$ cat src/verilog/fsc_pkg.sv
package fsc_pkg;

	// ========================================
	// register byte offsets
	localparam logic [7:0] FSC_CCR_OFS   = 8'h14;
	localparam logic [7:0] FSC_CONFIG_FAULT_STATUS_OFS  = 8'h28;
	localparam logic [7:0] FSC_HARD_FAULT_STATUS_OFS  = 8'h2C;
	localparam logic [7:0] FSC_MEMMANAGE_FAULT_ADDRESS_OFS = 8'h34;
	localparam logic [7:0] FSC_BUS_FAULT_ADDRESS_OFS  = 8'h38;

	// ========================================
	// config_control_reg fields
	localparam int         FSC_CCR_MISALIGN_BIT = 3;
	localparam int         FSC_CCR_DIVZERO_BIT  = 4;
	localparam logic [1:0] FSC_CCR_RESET        = 2'h0;

	// ========================================
	// config_fault_status layout
	localparam int FSC_MM_LSB      = 0;
	localparam int FSC_BUS_LSB     = 8;
	localparam int FSC_USAGE_LSB   = 16;
	localparam int FSC_VALID_BIT   = 7;
	localparam int FSC_DIVZERO_BIT = 9;
	localparam int FSC_MISALIGN_BIT = 8;
	localparam int FSC_NOCOPRO_BIT = 3;
	localparam int FSC_BADPC_BIT   = 2;
	localparam int FSC_BADST_BIT   = 1;
	localparam int FSC_UNDEF_BIT   = 0;
	localparam logic [31:0] FSC_CONFIG_FAULT_STATUS_IMPL  = 32'h030F_9F9B;
	localparam logic [31:0] FSC_CONFIG_FAULT_STATUS_RESET = 32'h0000_0000;

	// ========================================
	// hard_fault_status layout
	localparam int          FSC_HF_DEBUG_BIT = 31;
	localparam int          FSC_HF_ESC_BIT   = 30;
	localparam int          FSC_HF_VEC_BIT   = 1;
	localparam logic [31:0] FSC_HARD_FAULT_STATUS_IMPL    = 32'hC000_0002;
	localparam logic [31:0] FSC_HARD_FAULT_STATUS_RESET   = 32'h0000_0000;
	localparam logic [31:0] FSC_ADDR_RESET   = 32'h0000_0000;

	// ========================================
	// core fault reports, one cycle each
	typedef struct packed {
		logic        div_zero;
		logic        misalign;
		logic        misalign_multi;
		logic        copro;
		logic        bad_pc;
		logic        bad_state;
		logic        undef;
		logic        escalate;
		logic        vec_fetch;
		logic        debug_evt;
		logic [7:0]  mm_cause;
		logic        mm_addr_known;
		logic [31:0] mm_addr;
		logic [7:0]  bus_cause;
		logic        bus_addr_known;
		logic [31:0] bus_req_addr;
		logic [31:0] instr_pc;
		logic [31:0] preempt_pc;
	} fsc_evt_t;

	typedef struct packed {
		logic        usage_take;
		logic        hard_take;
		logic [31:0] stacked_pc;
	} fsc_rsp_t;

	typedef enum logic [1:0] {
		FSC_IDLE = 2'b00,
		FSC_ACK  = 2'b01
	} fsc_bus_state_t;

endpackage : fsc_pkg

$ cat src/verilog/fsc_fault_status.sv
`timescale 1ns/100ps

// Overview of operation
// - divide flag set only for zero-divisor divide with divide trapping enabled
// - divide fault stacks the divide instruction's own address
// - single misaligned access sets flag only when misalign trapping is enabled
// - misaligned multi and dual load or store always fault
// - any coprocessor access sets the no-coprocessor flag
// - illegal return-code load into pc sets flag, stacks offending address
// - illegal execution state use sets flag, but not for undefined instructions
// - undecodable instruction sets undefined flag and stacks its address
// - usage and hard fault bits sticky, cleared by reset or writing one
// - escalation of configurable fault to hard fault sets bit 30
// - vector fetch bus fault sets bit 1, goes hard, stacks preempted pc
// - memory fault address register holds full faulting address when valid
// - misaligned split access records the actual faulting piece address
// - bus fault address register holds full faulting address when valid
// - misaligned bus fault records the address the instruction requested
// - misaligned register accesses are unsupported
// - memory status bit 7 marks the memory fault address as valid
// - bus status bit 7 set on known-address bus fault, known-address memory fault clears it
// - usage status reachable as upper halfword of combined status word
module fsc_fault_status
	import fsc_pkg::*;
(
	input  wire logic        clk_i,
	input  wire logic        rst_n_i,
	input  wire logic [7:0]  avs_address_i,
	input  wire logic        avs_read_i,
	input  wire logic        avs_write_i,
	input  wire logic [3:0]  avs_byteenable_i,
	input  wire logic [31:0] avs_writedata_i,
	output logic      [31:0] avs_readdata_o,
	output logic             avs_waitrequest_o,
	input  wire fsc_evt_t    evt_i,
	output fsc_rsp_t         rsp_o,
	output logic             div_zero_trap_en_o,
	output logic             misalign_trap_en_o
);

	// ========================================
	// state
	fsc_bus_state_t state_ff;
	fsc_bus_state_t nxt_state;
	logic [31:0]    config_fault_status_ff;
	logic [31:0]    hard_fault_status_ff;
	logic [31:0]    memmanage_fault_address_ff;
	logic [31:0]    bus_fault_address_ff;
	logic           div_en_ff;
	logic           mis_en_ff;
	logic [31:0]    rdata_ff;
	logic           wait_ff;
	fsc_rsp_t       rsp_ff;

	logic [31:0] config_fault_status_set;
	logic [31:0] config_fault_status_clr;
	logic [31:0] hard_fault_status_set;
	logic [31:0] hard_fault_status_clr;
	logic [31:0] bmask;
	logic [31:0] rd_mux;
	logic        wr_go;
	logic        full_word;
	logic        usage_any;
	logic        mm_valid_set;
	logic        bus_valid_set;

	// ========================================
	// bus handshake
	// one wait cycle; read data are registered at the same edge that drops waitrequest
	always_comb begin
		case (state_ff)
			FSC_IDLE: begin
				if (avs_read_i || avs_write_i) begin
					nxt_state = FSC_ACK;
				end else begin
					nxt_state = FSC_IDLE;
				end
			end
			FSC_ACK: nxt_state = FSC_IDLE;
			default: nxt_state = FSC_IDLE;
		endcase
	end

	always_ff @(posedge clk_i or negedge rst_n_i) begin
		if (!rst_n_i) begin
			state_ff <= FSC_IDLE;
			wait_ff  <= 1'b1;
		end else begin
			state_ff <= nxt_state;
			wait_ff  <= (nxt_state != FSC_ACK);
		end
	end

	assign wr_go     = (state_ff == FSC_ACK) && avs_write_i;
	assign full_word = (avs_byteenable_i == 4'hF);

	// per-lane mask; status word alone honours partial lanes
	always_comb begin
		bmask = {{8{avs_byteenable_i[3]}}, {8{avs_byteenable_i[2]}},
			{8{avs_byteenable_i[1]}}, {8{avs_byteenable_i[0]}}};
	end

	// ========================================
	// read mux
	always_comb begin
		case (avs_address_i)
			FSC_CCR_OFS: begin
				rd_mux = 32'h0000_0000;
				rd_mux[FSC_CCR_DIVZERO_BIT]  = div_en_ff;
				rd_mux[FSC_CCR_MISALIGN_BIT] = mis_en_ff;
			end
			FSC_CONFIG_FAULT_STATUS_OFS:  rd_mux = config_fault_status_ff & FSC_CONFIG_FAULT_STATUS_IMPL;
			FSC_HARD_FAULT_STATUS_OFS:  rd_mux = hard_fault_status_ff & FSC_HARD_FAULT_STATUS_IMPL;
			FSC_MEMMANAGE_FAULT_ADDRESS_OFS: rd_mux = memmanage_fault_address_ff;
			FSC_BUS_FAULT_ADDRESS_OFS:  rd_mux = bus_fault_address_ff;
			default:       rd_mux = 32'h0000_0000;
		endcase
	end

	// snapshot taken at the edge that enters the answer cycle
	always_ff @(posedge clk_i or negedge rst_n_i) begin
		if (!rst_n_i) begin
			rdata_ff <= 32'h0000_0000;
		end else if (state_ff == FSC_IDLE && avs_read_i) begin
			rdata_ff <= rd_mux;
		end
	end

	// ========================================
	// trap enables
	// partial writes to word-only registers are dropped, not merged
	always_ff @(posedge clk_i or negedge rst_n_i) begin
		if (!rst_n_i) begin
			div_en_ff <= FSC_CCR_RESET[1];
			mis_en_ff <= FSC_CCR_RESET[0];
		end else if (wr_go && full_word
			&& avs_address_i == FSC_CCR_OFS) begin
			div_en_ff <= avs_writedata_i[FSC_CCR_DIVZERO_BIT];
			mis_en_ff <= avs_writedata_i[FSC_CCR_MISALIGN_BIT];
		end
	end

	// ========================================
	// fault set terms
	assign mm_valid_set  = evt_i.mm_addr_known;
	assign bus_valid_set = evt_i.bus_addr_known;

	always_comb begin
		config_fault_status_set = 32'h0000_0000;
		config_fault_status_set[FSC_MM_LSB +: 8]  = evt_i.mm_cause;
		config_fault_status_set[FSC_BUS_LSB +: 8] = evt_i.bus_cause;
		config_fault_status_set[FSC_MM_LSB + FSC_VALID_BIT]  = mm_valid_set;
		config_fault_status_set[FSC_BUS_LSB + FSC_VALID_BIT] = bus_valid_set;
		config_fault_status_set[FSC_USAGE_LSB + FSC_DIVZERO_BIT] =
			evt_i.div_zero && div_en_ff;
		config_fault_status_set[FSC_USAGE_LSB + FSC_MISALIGN_BIT] =
			(evt_i.misalign && mis_en_ff)
			|| evt_i.misalign_multi;
		config_fault_status_set[FSC_USAGE_LSB + FSC_NOCOPRO_BIT] = evt_i.copro;
		config_fault_status_set[FSC_USAGE_LSB + FSC_BADPC_BIT]   = evt_i.bad_pc;
		config_fault_status_set[FSC_USAGE_LSB + FSC_BADST_BIT]   =
			evt_i.bad_state && !evt_i.undef;
		config_fault_status_set[FSC_USAGE_LSB + FSC_UNDEF_BIT]   = evt_i.undef;
	end

	// a fault with a known address of the other kind drops the stale valid
	always_comb begin
		config_fault_status_clr = 32'h0000_0000;
		if (wr_go && avs_address_i == FSC_CONFIG_FAULT_STATUS_OFS) begin
			config_fault_status_clr = avs_writedata_i & bmask;
		end
		config_fault_status_clr[FSC_MM_LSB + FSC_VALID_BIT] =
			config_fault_status_clr[FSC_MM_LSB + FSC_VALID_BIT] || bus_valid_set;
		config_fault_status_clr[FSC_BUS_LSB + FSC_VALID_BIT] =
			config_fault_status_clr[FSC_BUS_LSB + FSC_VALID_BIT] || mm_valid_set;
	end

	always_comb begin
		hard_fault_status_set = 32'h0000_0000;
		hard_fault_status_set[FSC_HF_DEBUG_BIT] = evt_i.debug_evt;
		hard_fault_status_set[FSC_HF_ESC_BIT]   = evt_i.escalate;
		hard_fault_status_set[FSC_HF_VEC_BIT]   = evt_i.vec_fetch;
		hard_fault_status_clr = 32'h0000_0000;
		if (wr_go && full_word && avs_address_i == FSC_HARD_FAULT_STATUS_OFS) begin
			hard_fault_status_clr = avs_writedata_i;
		end
	end

	// ========================================
	// sticky bits, one flop per implemented bit
	// set beats a same-cycle clear so no fault is lost
	genvar gi;
	generate
		for (gi = 0; gi < 32; gi = gi + 1) begin : g_sticky
			always_ff @(posedge clk_i or negedge rst_n_i) begin
				if (!rst_n_i) begin
					config_fault_status_ff[gi] <= FSC_CONFIG_FAULT_STATUS_RESET[gi];
					hard_fault_status_ff[gi] <= FSC_HARD_FAULT_STATUS_RESET[gi];
				end else begin
					config_fault_status_ff[gi] <= FSC_CONFIG_FAULT_STATUS_IMPL[gi] && (config_fault_status_set[gi]
						|| (config_fault_status_ff[gi] && !config_fault_status_clr[gi]));
					hard_fault_status_ff[gi] <= FSC_HARD_FAULT_STATUS_IMPL[gi] && (hard_fault_status_set[gi]
						|| (hard_fault_status_ff[gi] && !hard_fault_status_clr[gi]));
				end
			end
		end
	endgenerate

	// ========================================
	// fault address capture
	// hardware capture wins over a software write in the same cycle
	always_ff @(posedge clk_i or negedge rst_n_i) begin
		if (!rst_n_i) begin
			memmanage_fault_address_ff <= FSC_ADDR_RESET;
		end else if (mm_valid_set) begin
			memmanage_fault_address_ff <= evt_i.mm_addr;
		end else if (wr_go && full_word
			&& avs_address_i == FSC_MEMMANAGE_FAULT_ADDRESS_OFS) begin
			memmanage_fault_address_ff <= avs_writedata_i;
		end
	end

	// core supplies the requested address, not the faulting piece
	always_ff @(posedge clk_i or negedge rst_n_i) begin
		if (!rst_n_i) begin
			bus_fault_address_ff <= FSC_ADDR_RESET;
		end else if (bus_valid_set) begin
			bus_fault_address_ff <= evt_i.bus_req_addr;
		end else if (wr_go && full_word
			&& avs_address_i == FSC_BUS_FAULT_ADDRESS_OFS) begin
			bus_fault_address_ff <= avs_writedata_i;
		end
	end

	// ========================================
	// fault entry report to the core
	assign usage_any = config_fault_status_set[FSC_USAGE_LSB +: 16] != 16'h0000;

	always_ff @(posedge clk_i or negedge rst_n_i) begin
		if (!rst_n_i) begin
			rsp_ff <= '0;
		end else begin
			rsp_ff.usage_take <= usage_any && !evt_i.vec_fetch;
			rsp_ff.hard_take  <= evt_i.vec_fetch || evt_i.escalate;
			if (evt_i.vec_fetch) begin
				rsp_ff.stacked_pc <= evt_i.preempt_pc;
			end else if (usage_any) begin
				rsp_ff.stacked_pc <= evt_i.instr_pc;
			end
		end
	end

	// ========================================
	// outputs
	// bus offers no unaligned form, so no misaligned path exists
	assign avs_readdata_o     = rdata_ff;
	assign avs_waitrequest_o  = wait_ff;
	assign rsp_o              = rsp_ff;
	assign div_zero_trap_en_o = div_en_ff;
	assign misalign_trap_en_o = mis_en_ff;

endmodule : fsc_fault_status

$ cat config.mk
export PLATFORM = sky130hd
export DESIGN_NAME = fsc_fault_status
export DESIGN_NICKNAME = d
export VERILOG_FILES = /design/src/verilog/fsc_pkg.sv /design/src/verilog/fsc_fault_status.sv
export SDC_FILE = /design/constraint.sdc
export NUM_CORES = 1
export LEC_CHECK = 0
export BUFFER_PORTS_ARGS = -buffer_cell sky130_fd_sc_hd__buf_2
export CAP_MARGIN = 20
export CORE_MARGIN = 10
export CORE_UTILIZATION = 45
export DETAILED_ROUTE_END_ITERATION = 6
export HOLD_SLACK_MARGIN = 0.05
export PLACE_DENSITY = 0.76
export SYNTH_ARGS = -nofsm -noshare
export SYNTH_HDL_FRONTEND = slang
export SYNTH_SLANG_ARGS = --single-unit
$ cat constraint.sdc
create_clock -name clk_i -period 2 [get_ports clk_i]
set_clock_uncertainty 0.1 [all_clocks]
set_input_delay 0.3 -clock clk_i [delete_from_list [all_inputs] [get_ports clk_i]]
set_output_delay 0.3 -clock clk_i [all_outputs]
set_load 0.05 [all_outputs]
After elaboration in Yosys (flattened, before gate mapping) --
Index checks and enable logic that the tools add are counted.
Storage, ports and cells: memory bits (read-only) 0, bits in latches 0, input bits 204, bits in registers 155, output and inout port bits 69, RAM bits 0, memories 0
Operators by class: add/subtract/negate cells 0, shift operators 0, bitwise operators 1, $lt $le $gt $ge 0, multiply operators 0, reductions and logical operators 84, multiplexer cells 11, equal/unequal tests 8, divide/modulo/power cells 0
Operator list (count):
- 32-bit 2-to-1 mux | 7
- 32-bit case mux with 5 select lines | 1
- 8-bit by 6-bit == test with 1-bit output, second input constant | 4
- 1-bit logical AND | 32
- 26-bit bitwise AND | 1
- 26-bit 2-to-1 mux | 1
- 1-bit logical OR | 25
- 1-bit zero test | 22
- 16-bit nonzero test | 1
- 8-bit by 5-bit == test with 1-bit output, second input constant | 1
- 2-bit nonzero test | 3
- 4-bit == test, second input constant | 1
- 2-bit by 1-bit == test with 1-bit output, second input constant | 1
- 2-bit zero test | 1
- 1-bit 2-to-1 mux | 2
- 2-bit by 1-bit inequality test with 1-bit output, second input constant | 1

Logic depth before layout (Yosys ltp) --
Gate-level depths: netlist of the first run.
depth after elaboration 8, gate-level depth with buffers 8, depth with buffers taken out 4

Least setup slack after synthesis of the first run --
Ideal clock, no wire load.
kind input to register, start point input avs_address_i[2], end point register bus_fault_address_ff[12], buffers on the path 2, arrival time 1893 ps, setup time 126 ps, cell stages on the path 6, path slack -119 ps, data required time 1774 ps, cells stage by stage buf_2 > or4b_4 > nor4_4 > nor2_2 > buf_6 > a221o_1
On the way: longest elaborated chain between the ends 3
RTL lines:
- start: declaration | RTL line fsc_fault_status.sv:28 | input wire logic [7:0] avs_address_i,
- 8-bit by 6-bit == test with 1-bit output | RTL line fsc_fault_status.sv:230 | && avs_address_i == FSC_BUS_FAULT_ADDRESS_OFS) begin
- 1-bit logical AND | RTL line fsc_fault_status.sv:230
- 2-bit nonzero test (no line)
- end signal: assignment | RTL line fsc_fault_status.sv:228 | bus_fault_address_ff <= evt_i.bus_req_addr;
- end signal: assignment | RTL line fsc_fault_status.sv:231 | bus_fault_address_ff <= avs_writedata_i;
- end: declaration | RTL line fsc_fault_status.sv:48 | logic [31:0] bus_fault_address_ff;
Every way passes these cells. A chain may end at the register's enable or synchronous reset.

Worst setup path after layout of the first run --
start point input evt_i[151] in the netlist's numbering, end point register rsp_ff (netlist bit rsp_o[10])
On the way: longest elaborated chain between the ends 2
RTL lines:
- start: declaration | RTL line fsc_fault_status.sv:35 | input wire fsc_evt_t evt_i,
- 16-bit nonzero test | RTL line fsc_fault_status.sv:237 | assign usage_any = config_fault_status_set[FSC_USAGE_LSB +: 16] != 16'h0000;
- 2-bit nonzero test (no line)
- end: declaration | RTL line fsc_fault_status.sv:53 | fsc_rsp_t rsp_ff;
Every way passes these cells.

==> flow_summary.json, run 1 <==
{
  "synth_warnings": 0,
  "viasPerCell": 5.54,
  "cpPeakStageDelay_ps": 540,
  "max_freq_mhz": 522,
  "dpl_worst_slack_ps": -170,
  "fin_area_um2": 10000,
  "cts_buffers": 17,
  "rows": 45,
  "end_kind": "flop",
  "ys_seq_area_frac": 0.542,
  "status": "finished clean",
  "setup_tns_ps": 0,
  "drc_errors": 0,
  "cp_max_fo": 64,
  "die_y_um": 146,
  "io_buffers": 265,
  "cts.sinks": 154,
  "place_inst": 1120,
  "nNetsFinal": 1162,
  "setup_violations": 0,
  "power_density_nw_per_um2": 774,
  "cts_tree": "yes",
  "synth_top_area_share": 0.538,
  "dr_total_vias": 6527,
  "fillers": 1253,
  "antenna_found_initial": 4,
  "min_period_ps": 1920,
  "initial_core_util": 0.463,
  "cp_top_family": "buffers and inverters",
  "clk_latency_ps": 420,
  "synth_top_cell_by_area": "dfrtp_1",
  "crit_path_top_delay_cell": "dlygate4sd3_1",
  "path_class": "in -> reg",
  "rsz0062_at_grt": "false",
  "cts_buffer_depth": 2,
  "crit_start": "evt_i[151]",
  "drive_above_1_share": 0.432,
  "max-slew-margin-rel": 0.395,
  "drt-initial-drc-count": 429,
  "vdd_drop_max_v": 0.000703,
  "pin_count": 273,
  "wl_per_cell_um": 21.8,
  "hpwl_mm": 18.6,
  "cp.required_ps": 2180,
  "fin_crit_sh": 0.958,
  "cp.buffers_inverters": 4,
  "h-tree-depth": 4,
  "fp.dieArea_um2": 21200,
  "synth_area_leaders": "dfrtp_1 (54%), a221o_1 (6.3%), mux2i_1 (5.2%)",
  "synth.avg_cell_area_um2": 11.3,
  "area_growth_pct": 40.6,
  "synthCells": 631,
  "finalWeightedCongestion": 0.888,
  "first_pass_iters": 4,
  "start_kind": "input pin",
  "die_x_um": 146,
  "synth-edff-count": 0,
  "async_flop_share": 1.00,
  "fin_ws_ps": 84.1,
  "final_cells": 1179,
  "globalRouteTotalUtil": 0.241,
  "yosys.cell_types.count": 49,
  "wl_mm": 25.7,
  "syn-num-nets": 835,
  "hold_class": "in -> reg",
  "drv_slew": 0,
  "path_clk_slew_ps": 60,
  "coreArea_um2": 15400,
  "cap_violations": 0,
  "final_common_cell": "buf_2",
  "ant_nets": 0,
  "ys_ff_latch": 154,
  "grt_overflow": 0,
  "min_from": "evt_i[43]",
  "power.leakage_uw": 0.00467,
  "worstPathCellList": "dlygate4sd3_1 -> buf_2 -> nor4_2 -> buf_4 -> and4b_2 -> buf_12 -> o21ai_0",
  "reg2reg_from": "state_ff[0]",
  "placed_cell_area_um2": 9110,
  "root_buffer": "clkbuf_16",
  "grt_pass1_wl_mm": 40.5,
  "synth-main-ff-cell": "dfrtp_1",
  "power_uw": 7740,
  "hold_viol_final": 0,
  "crit_arrival_ps": 2090,
  "final_cell_mix": "buf_2 (264), dfrtp_1 (153), nand2_1 (73)",
  "syn_area_um2": 7110,
  "grt_pass1_vias": 7224,
  "worstMarginPinSlew_ps": 906,
  "grt_max_degree": 65
}
==> synth_stat cells, types with 2 or more instances <==
cell type and n:
o22ai_1 2, buf_6 3, o221a_2 25, buf_2 9, a31o_2 4, buf_1 5, nand2b_1 27, a22o_1 4
nor3_1 3, clkbuf_1 29, inv_1 5, nor4_1 5, or2_2 3, nor2_1 17, and2_1 34, a221o_1 45
a21oi_1 3, a21o_1 16, nand3_1 6, dfrtp_1 153, a22oi_1 29, buf_4 2, nand2_1 73, nand4_1 2
mux2_2 18, mux2i_1 37, o21ai_0 50
==> area by class of cell <==
type,count,area (µm²),share of cell area
antenna,1,2.50,0.000250
clock buffer,20,467,0.0467
clock inverter,8,97.6,0.00976
inverter,5,18.8,0.00188
multi-input combinational,424,3070,0.307
sequential,154,3850,0.386
tap,211,264,0.0264
timing repair buffer,356,2230,0.223
==> per-stage QoR <==
step / hold WS (ps) / utilization
3_5_place_dp: 175 / 0.593
3_3_place_gp: 178 / 0.593
4_1_cts: 53.2 / 0.649
6_report: 65.1 / 0.650
2_1_floorplan: -95.6 / -
5_1_grt: 60.7 / 0.650
==> power breakdown <==
group / switching (µW) / internal [µW] / leakage [µW]
clock: 1240 / 1900 / 0.000272
sequential: 104 / 3300 / 0.00183
combinational: 673 / 510 / 0.00258
==> cell families after synthesis <==
logic type / after synthesis / synth area share
mux: 55 / 0.0806
compound gates: 182 / 0.204
flops: 154 / 0.542
simple gates: 187 / 0.139
buf+inv: 53 / 0.0338
==> routing by layer <==
layer,part of all wire,track usage,wire length (µm)
met5,0.0013,0,34
met4,0.016,0.0683,409
met3,0.092,0.0931,2360
met2,0.47,0.385,12200
met1,0.42,0.297,10700
==> flip-flops by register name (all words and copies together) (netlist names) <==
signal / flops
config_fault_status_ff: 17
state_ff: 1
avs_readdata_o: 32
div_zero_trap_en_o: 1
avs_waitrequest_o: 1
rsp_o: 34
memmanage_fault_address_ff: 32
bus_fault_address_ff: 32
hard_fault_status_ff: 3
misalign_trap_en_o: 1
==> timing repair <==
item                                    4_1_cts  5_1_grt
endpoints found under the setup margin        0       43
buffers inserted                              0        0
resized for setup                             0        3
hold buffers                                 30        0
endpoints found under the hold margin        80        0
==> worst reg2reg max path, cell delays in order, from the launching register on <==
cell      delay (ps)
dfrtp_1          400
buf_4            170
nand2b_1         210
a2111o_1         420
buf_4            230
o21ai_0          200
a31o_2           120
==> worst paths after layout <==
| check | endpoint | slack (ps) | depth (start not counted) |
|---|---|---|---|
| worst max-delay path | rsp_o[10] | 80 | 7 |
| worst max register to register | avs_readdata_o[30] | 100 | 6 |
| worst min-delay path | rsp_o[11] | 70 | 3 |
| worst min register to register | avs_readdata_o[28] | 370 | 2 |
| min in group asynchronous | avs_readdata_o[10] | 290 | 2 |
| max in group asynchronous | avs_waitrequest_o | 850 | 3 |
Power figures use the tool's default switching activity.
==> run 2, diff against run 1 <==
PLACE_DENSITY = 0.73   (was 0.76)
RECOVER_POWER = 25   (was unset)
clock period = 2.46 ns   (was 2 ns; I/O delays follow)
==> flow_summary.json, run 2 (synthesized netlist as in run 1, its figures left out) <==
{
  "h-tree-depth": 4,
  "pin_count": 273,
  "ant_nets": 0,
  "initial_core_util": 0.463,
  "dr_total_vias": 6346,
  "wl_met1_mm": 9.93,
  "vdd_drop_max_v": 0.000537,
  "final_cells": 1144,
  "maxUsedRoutingLayer": "met5",
  "grt_pass1_wl_mm": 38.4,
  "wl_mm": 24.4,
  "setup_violations": 0,
  "grt_pass1_vias": 6881,
  "drc_errors": 0,
  "nNetsFinal": 1122,
  "cp_max_fo": 16,
  "worst-path-stages": 5,
  "cp_top_family": "compound AO/OA/AOI/OAI gates",
  "reg2reg_from": "state_ff[0]",
  "max-slew-margin-rel": -0.0983,
  "hold-path-cell-count": 2,
  "wl_met3_mm": 2.53,
  "viasPerCell": 5.55,
  "final_common_cell": "buf_2",
  "pwr-share-clk": 0.420,
  "drv_slew": 61,
  "rows": 45,
  "fillers": 1269,
  "finalWeightedCongestion": 0.911,
  "cts_hold_buf": 15,
  "cp.buffers_inverters": 1,
  "grt_overflow": 0,
  "fp.dieArea_um2": 21200,
  "endpoint": "memmanage_fault_address_ff[28]",
  "p_seq_frac": 0.439,
  "combinationalPowerShare": 0.141,
  "cp.required_ps": 2720,
  "first_pass_iters": 5,
  "globalRouteTotalUtil": 0.228,
  "cts_setup_buffers": 0,
  "hold_viol_final": 0,
  "seq_area_um2": 3850,
  "coreArea_um2": 15400,
  "r2r_cells": 5,
  "drt-initial-drc-count": 381,
  "wl_met2_mm": 11.5,
  "root_buffer": "clkbuf_16",
  "violations": "max-capacitance violations, max-slew violations",
  "max_freq_mhz": 485,
  "hold_class": "in -> reg",
  "cts-resized-gates": 0,
  "start_kind": "flop",
  "rrSetupSlack_ps": 400,
  "area_growth_pct": 35.4,
  "min_period_ps": 2060,
  "switching_share": 0.254,
  "p_int_uw": 4710,
  "hpwl_mm": 18.0,
  "setup_tns_ps": 0,
  "end_kind": "flop",
  "status": "finished, violations left",
  "final_cell_mix": "buf_2 (263), dfrtp_1 (153), nand2_1 (73)",
  "antenna_found_initial": 6,
  "clk_latency_ps": 420,
  "switchingPower_uw": 1610,
  "cts_tree": "yes",
  "place_inst": 1095,
  "crit_path_top_delay_cell": "a21oi_2",
  "multi_input_area_um2": 3040,
  "cap_violations": 1,
  "fin_crit_sh": 0.838,
  "wl_per_cell_um": 21.4,
  "cts_buffer_depth": 2,
  "die_x_um": 146,
  "power.leakage_uw": 0.00450,
  "drive_above_1_share": 0.419,
  "largest_reg_flops": 34,
  "worstMarginPinSlew_ps": 1650,
  "path_clk_slew_ps": 60,
  "io_buffers": 265,
  "die_y_um": 146,
  "cts_buffers": 17,
  "grt_max_degree": 65,
  "rsz0062_at_grt": "false",
  "power_density_nw_per_um2": 656,
  "cts.sinks": 154,
  "crit_start": "state_ff[0]",
  "cpPeakStageDelay_ps": 770,
  "r2r_end": "memmanage_fault_address_ff[28]",
  "path_class": "reg -> reg",
  "worstPathCellList": "nand3_1 -> nor3_1 -> buf_4 -> a21oi_2 -> a221o_1",
  "crit_arrival_ps": 2320
}
run 2: power groups by stage:
stage,logic [µW],clock network (µW),registers (µW)
after global routing,965,2800,2790
after CTS,898,2680,2770
after floorplan,311,0,2970
after detailed placement,877,0,2810
final,891,2650,2770
after global placement,861,0,2810
run 2: area by class of cell:
class | instances | share of cell area
Inverter | 5 | 0.00195
Clock buffer | 25 | 0.0535
Sequential cell | 154 | 0.400
Clock inverter | 6 | 0.00870
Tap cell | 211 | 0.0274
Multi-Input combinational cell | 424 | 0.316
Antenna cell | 3 | 0.000780
Timing Repair Buffer | 316 | 0.192
run 2: worst min-delay path by stage:
stage	from	to
after global routing	avs_writedata_i[22]	memmanage_fault_address_ff[22]
after global placement	rst_n_i	avs_readdata_o[23]
after floorplan	rst_n_i	avs_readdata_o[0]
after detailed placement	rst_n_i	avs_readdata_o[23]
final	avs_writedata_i[22]	memmanage_fault_address_ff[22]
after CTS	avs_writedata_i[22]	memmanage_fault_address_ff[22]
run 2: per-layer routing:
layer / GRT usage / up-vias
met5: 0 / -
met3: 0.0953 / 41
met2: 0.357 / 292
met1: 0.277 / 3082
met4: 0.0774 / 8
li1: - / 2923
run 2: through the flow:
step	instance area [µm²]	worst slack (ps)	power, µW	utilization	hold slack (ps)
after floorplan	7110	272	3280	-	-26.6
after global placement	8880	127	3670	0.578	299
after detailed placement	8880	84.0	3690	0.578	295
after CTS	9630	399	6350	0.627	75.9
after global routing	9630	170	6560	0.626	88.2
final	9630	398	6320	0.627	88.3
==> run 3, diff against run 2 <==
ABC_AREA = 1   (was unset)
PLACE_DENSITY = 0.72   (was 0.73)
clock period = 2.05 ns   (was 2.46 ns; I/O delays follow)
==> flow_summary.json, run 3 <==
{
  "status": "finished clean",
  "synth.most_common_cell": "nand2_1",
  "globalRouteTotalUtil": 0.218,
  "max-slew-margin-rel": 0.542,
  "path_class": "in -> reg",
  "synthCells": 1095,
  "hpwl_mm": 18.6,
  "grt_max_degree": 60,
  "synth-edff-count": 0,
  "hold_viol_final": 0,
  "worstMarginPinSlew_ps": 686,
  "rsz0062_at_grt": "false",
  "hold-path-cell-count": 4,
  "largest_reg_flops": 34,
  "yosys.cell_types.count": 25,
  "end_kind": "flop",
  "die_x_um": 152,
  "power_density_nw_per_um2": 764,
  "cts_buffers": 17,
  "cts_buffer_depth": 2,
  "initial_core_util": 0.455,
  "rrSetupSlack_ps": 150,
  "cts_setup_buffers": 0,
  "ys_seq_area_frac": 0.495,
  "min_period_ps": 1920,
  "drv_slew": 0,
  "antenna_found_initial": 0,
  "synth_top_area_share": 0.491,
  "fin_area_um2": 10200,
  "crit_arrival_ps": 2130,
  "placed_cell_area_um2": 9430,
  "async_flop_share": 1.00,
  "first_pass_iters": 5,
  "synth-main-ff-cell": "dfrtp_1",
  "hold_class": "in -> reg",
  "h-tree-depth": 4,
  "ys_ff_latch": 154,
  "fp.dieArea_um2": 23000,
  "path_clk_slew_ps": 60,
  "synth_area_leaders": "dfrtp_1 (49%), nand2_1 (28%), o21ai_0 (6.1%)",
  "rows": 48,
  "start_kind": "input pin",
  "viasPerCell": 4.84,
  "synth_warnings": 0,
  "grt_overflow": 0,
  "synth_common_cells": "nand2_1 (584), dfrtp_1 (153), o21ai_0 (95)",
  "whs_ps": 62.4,
  "cp_max_fo": 14,
  "final_cell_mix": "nand2_1 (584), buf_2 (264), dfrtp_1 (153)",
  "syn_area_um2": 7790,
  "cap_violations": 0,
  "die_y_um": 152,
  "finalWeightedCongestion": 0.848,
  "grt_pass1_wl_mm": 39.5,
  "drt-initial-drc-count": 438,
  "cp.required_ps": 2260,
  "syn-num-nets": 1299,
  "cts_tree": "yes",
  "final_common_cell": "nand2_1",
  "dr_total_vias": 7799,
  "area_growth_pct": 30.9,
  "root_buffer": "clkbuf_16",
  "drive_above_1_share": 0.250,
  "setup_tns_ps": 0,
  "setup_violations": 0,
  "wl_per_cell_um": 15.8,
  "cts.sinks": 154,
  "power.leakage_uw": 0.00593,
  "synth_top_cell_by_area": "dfrtp_1",
  "vdd_drop_max_v": 0.000598,
  "coreArea_um2": 17100,
  "drc_errors": 0,
  "grt_pass1_vias": 7754,
  "max_freq_mhz": 520,
  "clk_latency_ps": 430,
  "wl_mm": 25.5,
  "ant_nets": 0,
  "r2r_cells": 7,
  "fillers": 1617,
  "pin_count": 273,
  "io_buffers": 265,
  "fin_crit_sh": 0.939,
  "nNetsFinal": 1576,
  "synth.avg_cell_area_um2": 7.12
}
[run 3: cell count changes in the layout (fill, tap and decap cells not counted), sizes merged, moves of 34 or more]
| cell | previous run | this run |
|---|---|---|
| inv | 6 | 81 |
| o21ai | 50 | 95 |
| and2 | 34 | 0 |
| a221o | 45 | 0 |
| nand3 | 6 | 91 |
| mux2i | 37 | 0 |
| nand2 | 74 | 591 |
[run 3: worst paths after layout]
kind                                     startpoint                    endpoint
setup / recovery                   avs_address_i[0]  config_fault_status_ff[17]
hold / removal                   avs_writedata_i[4]   config_fault_status_ff[4]
setup reg to reg                        state_ff[0]  config_fault_status_ff[17]
hold reg to reg            bus_fault_address_ff[20]    bus_fault_address_ff[20]
max in group asynchronous                   rst_n_i                    rsp_o[0]
min in group asynchronous                   rst_n_i     bus_fault_address_ff[5]
[run 3: power breakdown]
group          internal [µW]  total (µW)  switching (µW)
logic                    392        1190             794
registers               3240        3340             100
clock network           2030        3260            1230
total                   5670        7790            2130
[run 3: timing repair]
item,in CTS,in global routing
hold buffers,18,0
resized for setup,0,1
setup endpoints to repair,0,1
hold endpoints to repair,71,0
[run 3: worst max-delay path, cell delays in order]
cell and delay (ps):
buf_2 100, inv_1 40, nand2_1 110, nor2_2 230, buf_6 210, nand2_1 60
nor2_1 100, buf_4 210, nand3_1 90, nand2_1 60, o21ai_0 60, dlygate4sd3_1 550
[run 3: through the flow]
stage	total power, µW	instances	utilization	setup WS (ps)
after floorplan	4050	1095	-	321
after global placement	4540	1560	0.551	220
after detailed placement	4560	1560	0.551	189
after CTS	7860	1610	0.597	110
after global routing	8130	1610	0.596	28.4
final	7790	1611	0.596	126
[run 3: cell families after synthesis]
kind of cell / synth area share
flops: 0.495
simple gates: 0.361
compound gates: 0.0671
buf+inv: 0.0772
[run 3: per-layer routing]
layer,up-vias,global-route usage,wire length (µm)
met1,3550,0.262,10400
met3,42,0.0636,2150
li1,3937,-,-
met5,-,0,0
met2,270,0.361,12300
met4,0,0.0863,647
[run 3: final cells by class]
| type | instances | area (µm²) | area share |
|---|---|---|---|
| Sequential cell | 154 | 3850 | 0.378 |
| Multi-Input combinational cell | 802 | 3350 | 0.329 |
| Timing Repair Buffer | 316 | 1790 | 0.176 |
| Clock buffer | 20 | 437 | 0.0428 |
| Inverter | 81 | 307 | 0.0301 |
| Tap cell | 225 | 282 | 0.0276 |
| Clock inverter | 12 | 174 | 0.0171 |
| Antenna cell | 1 | 2.50 | 0.000245 |
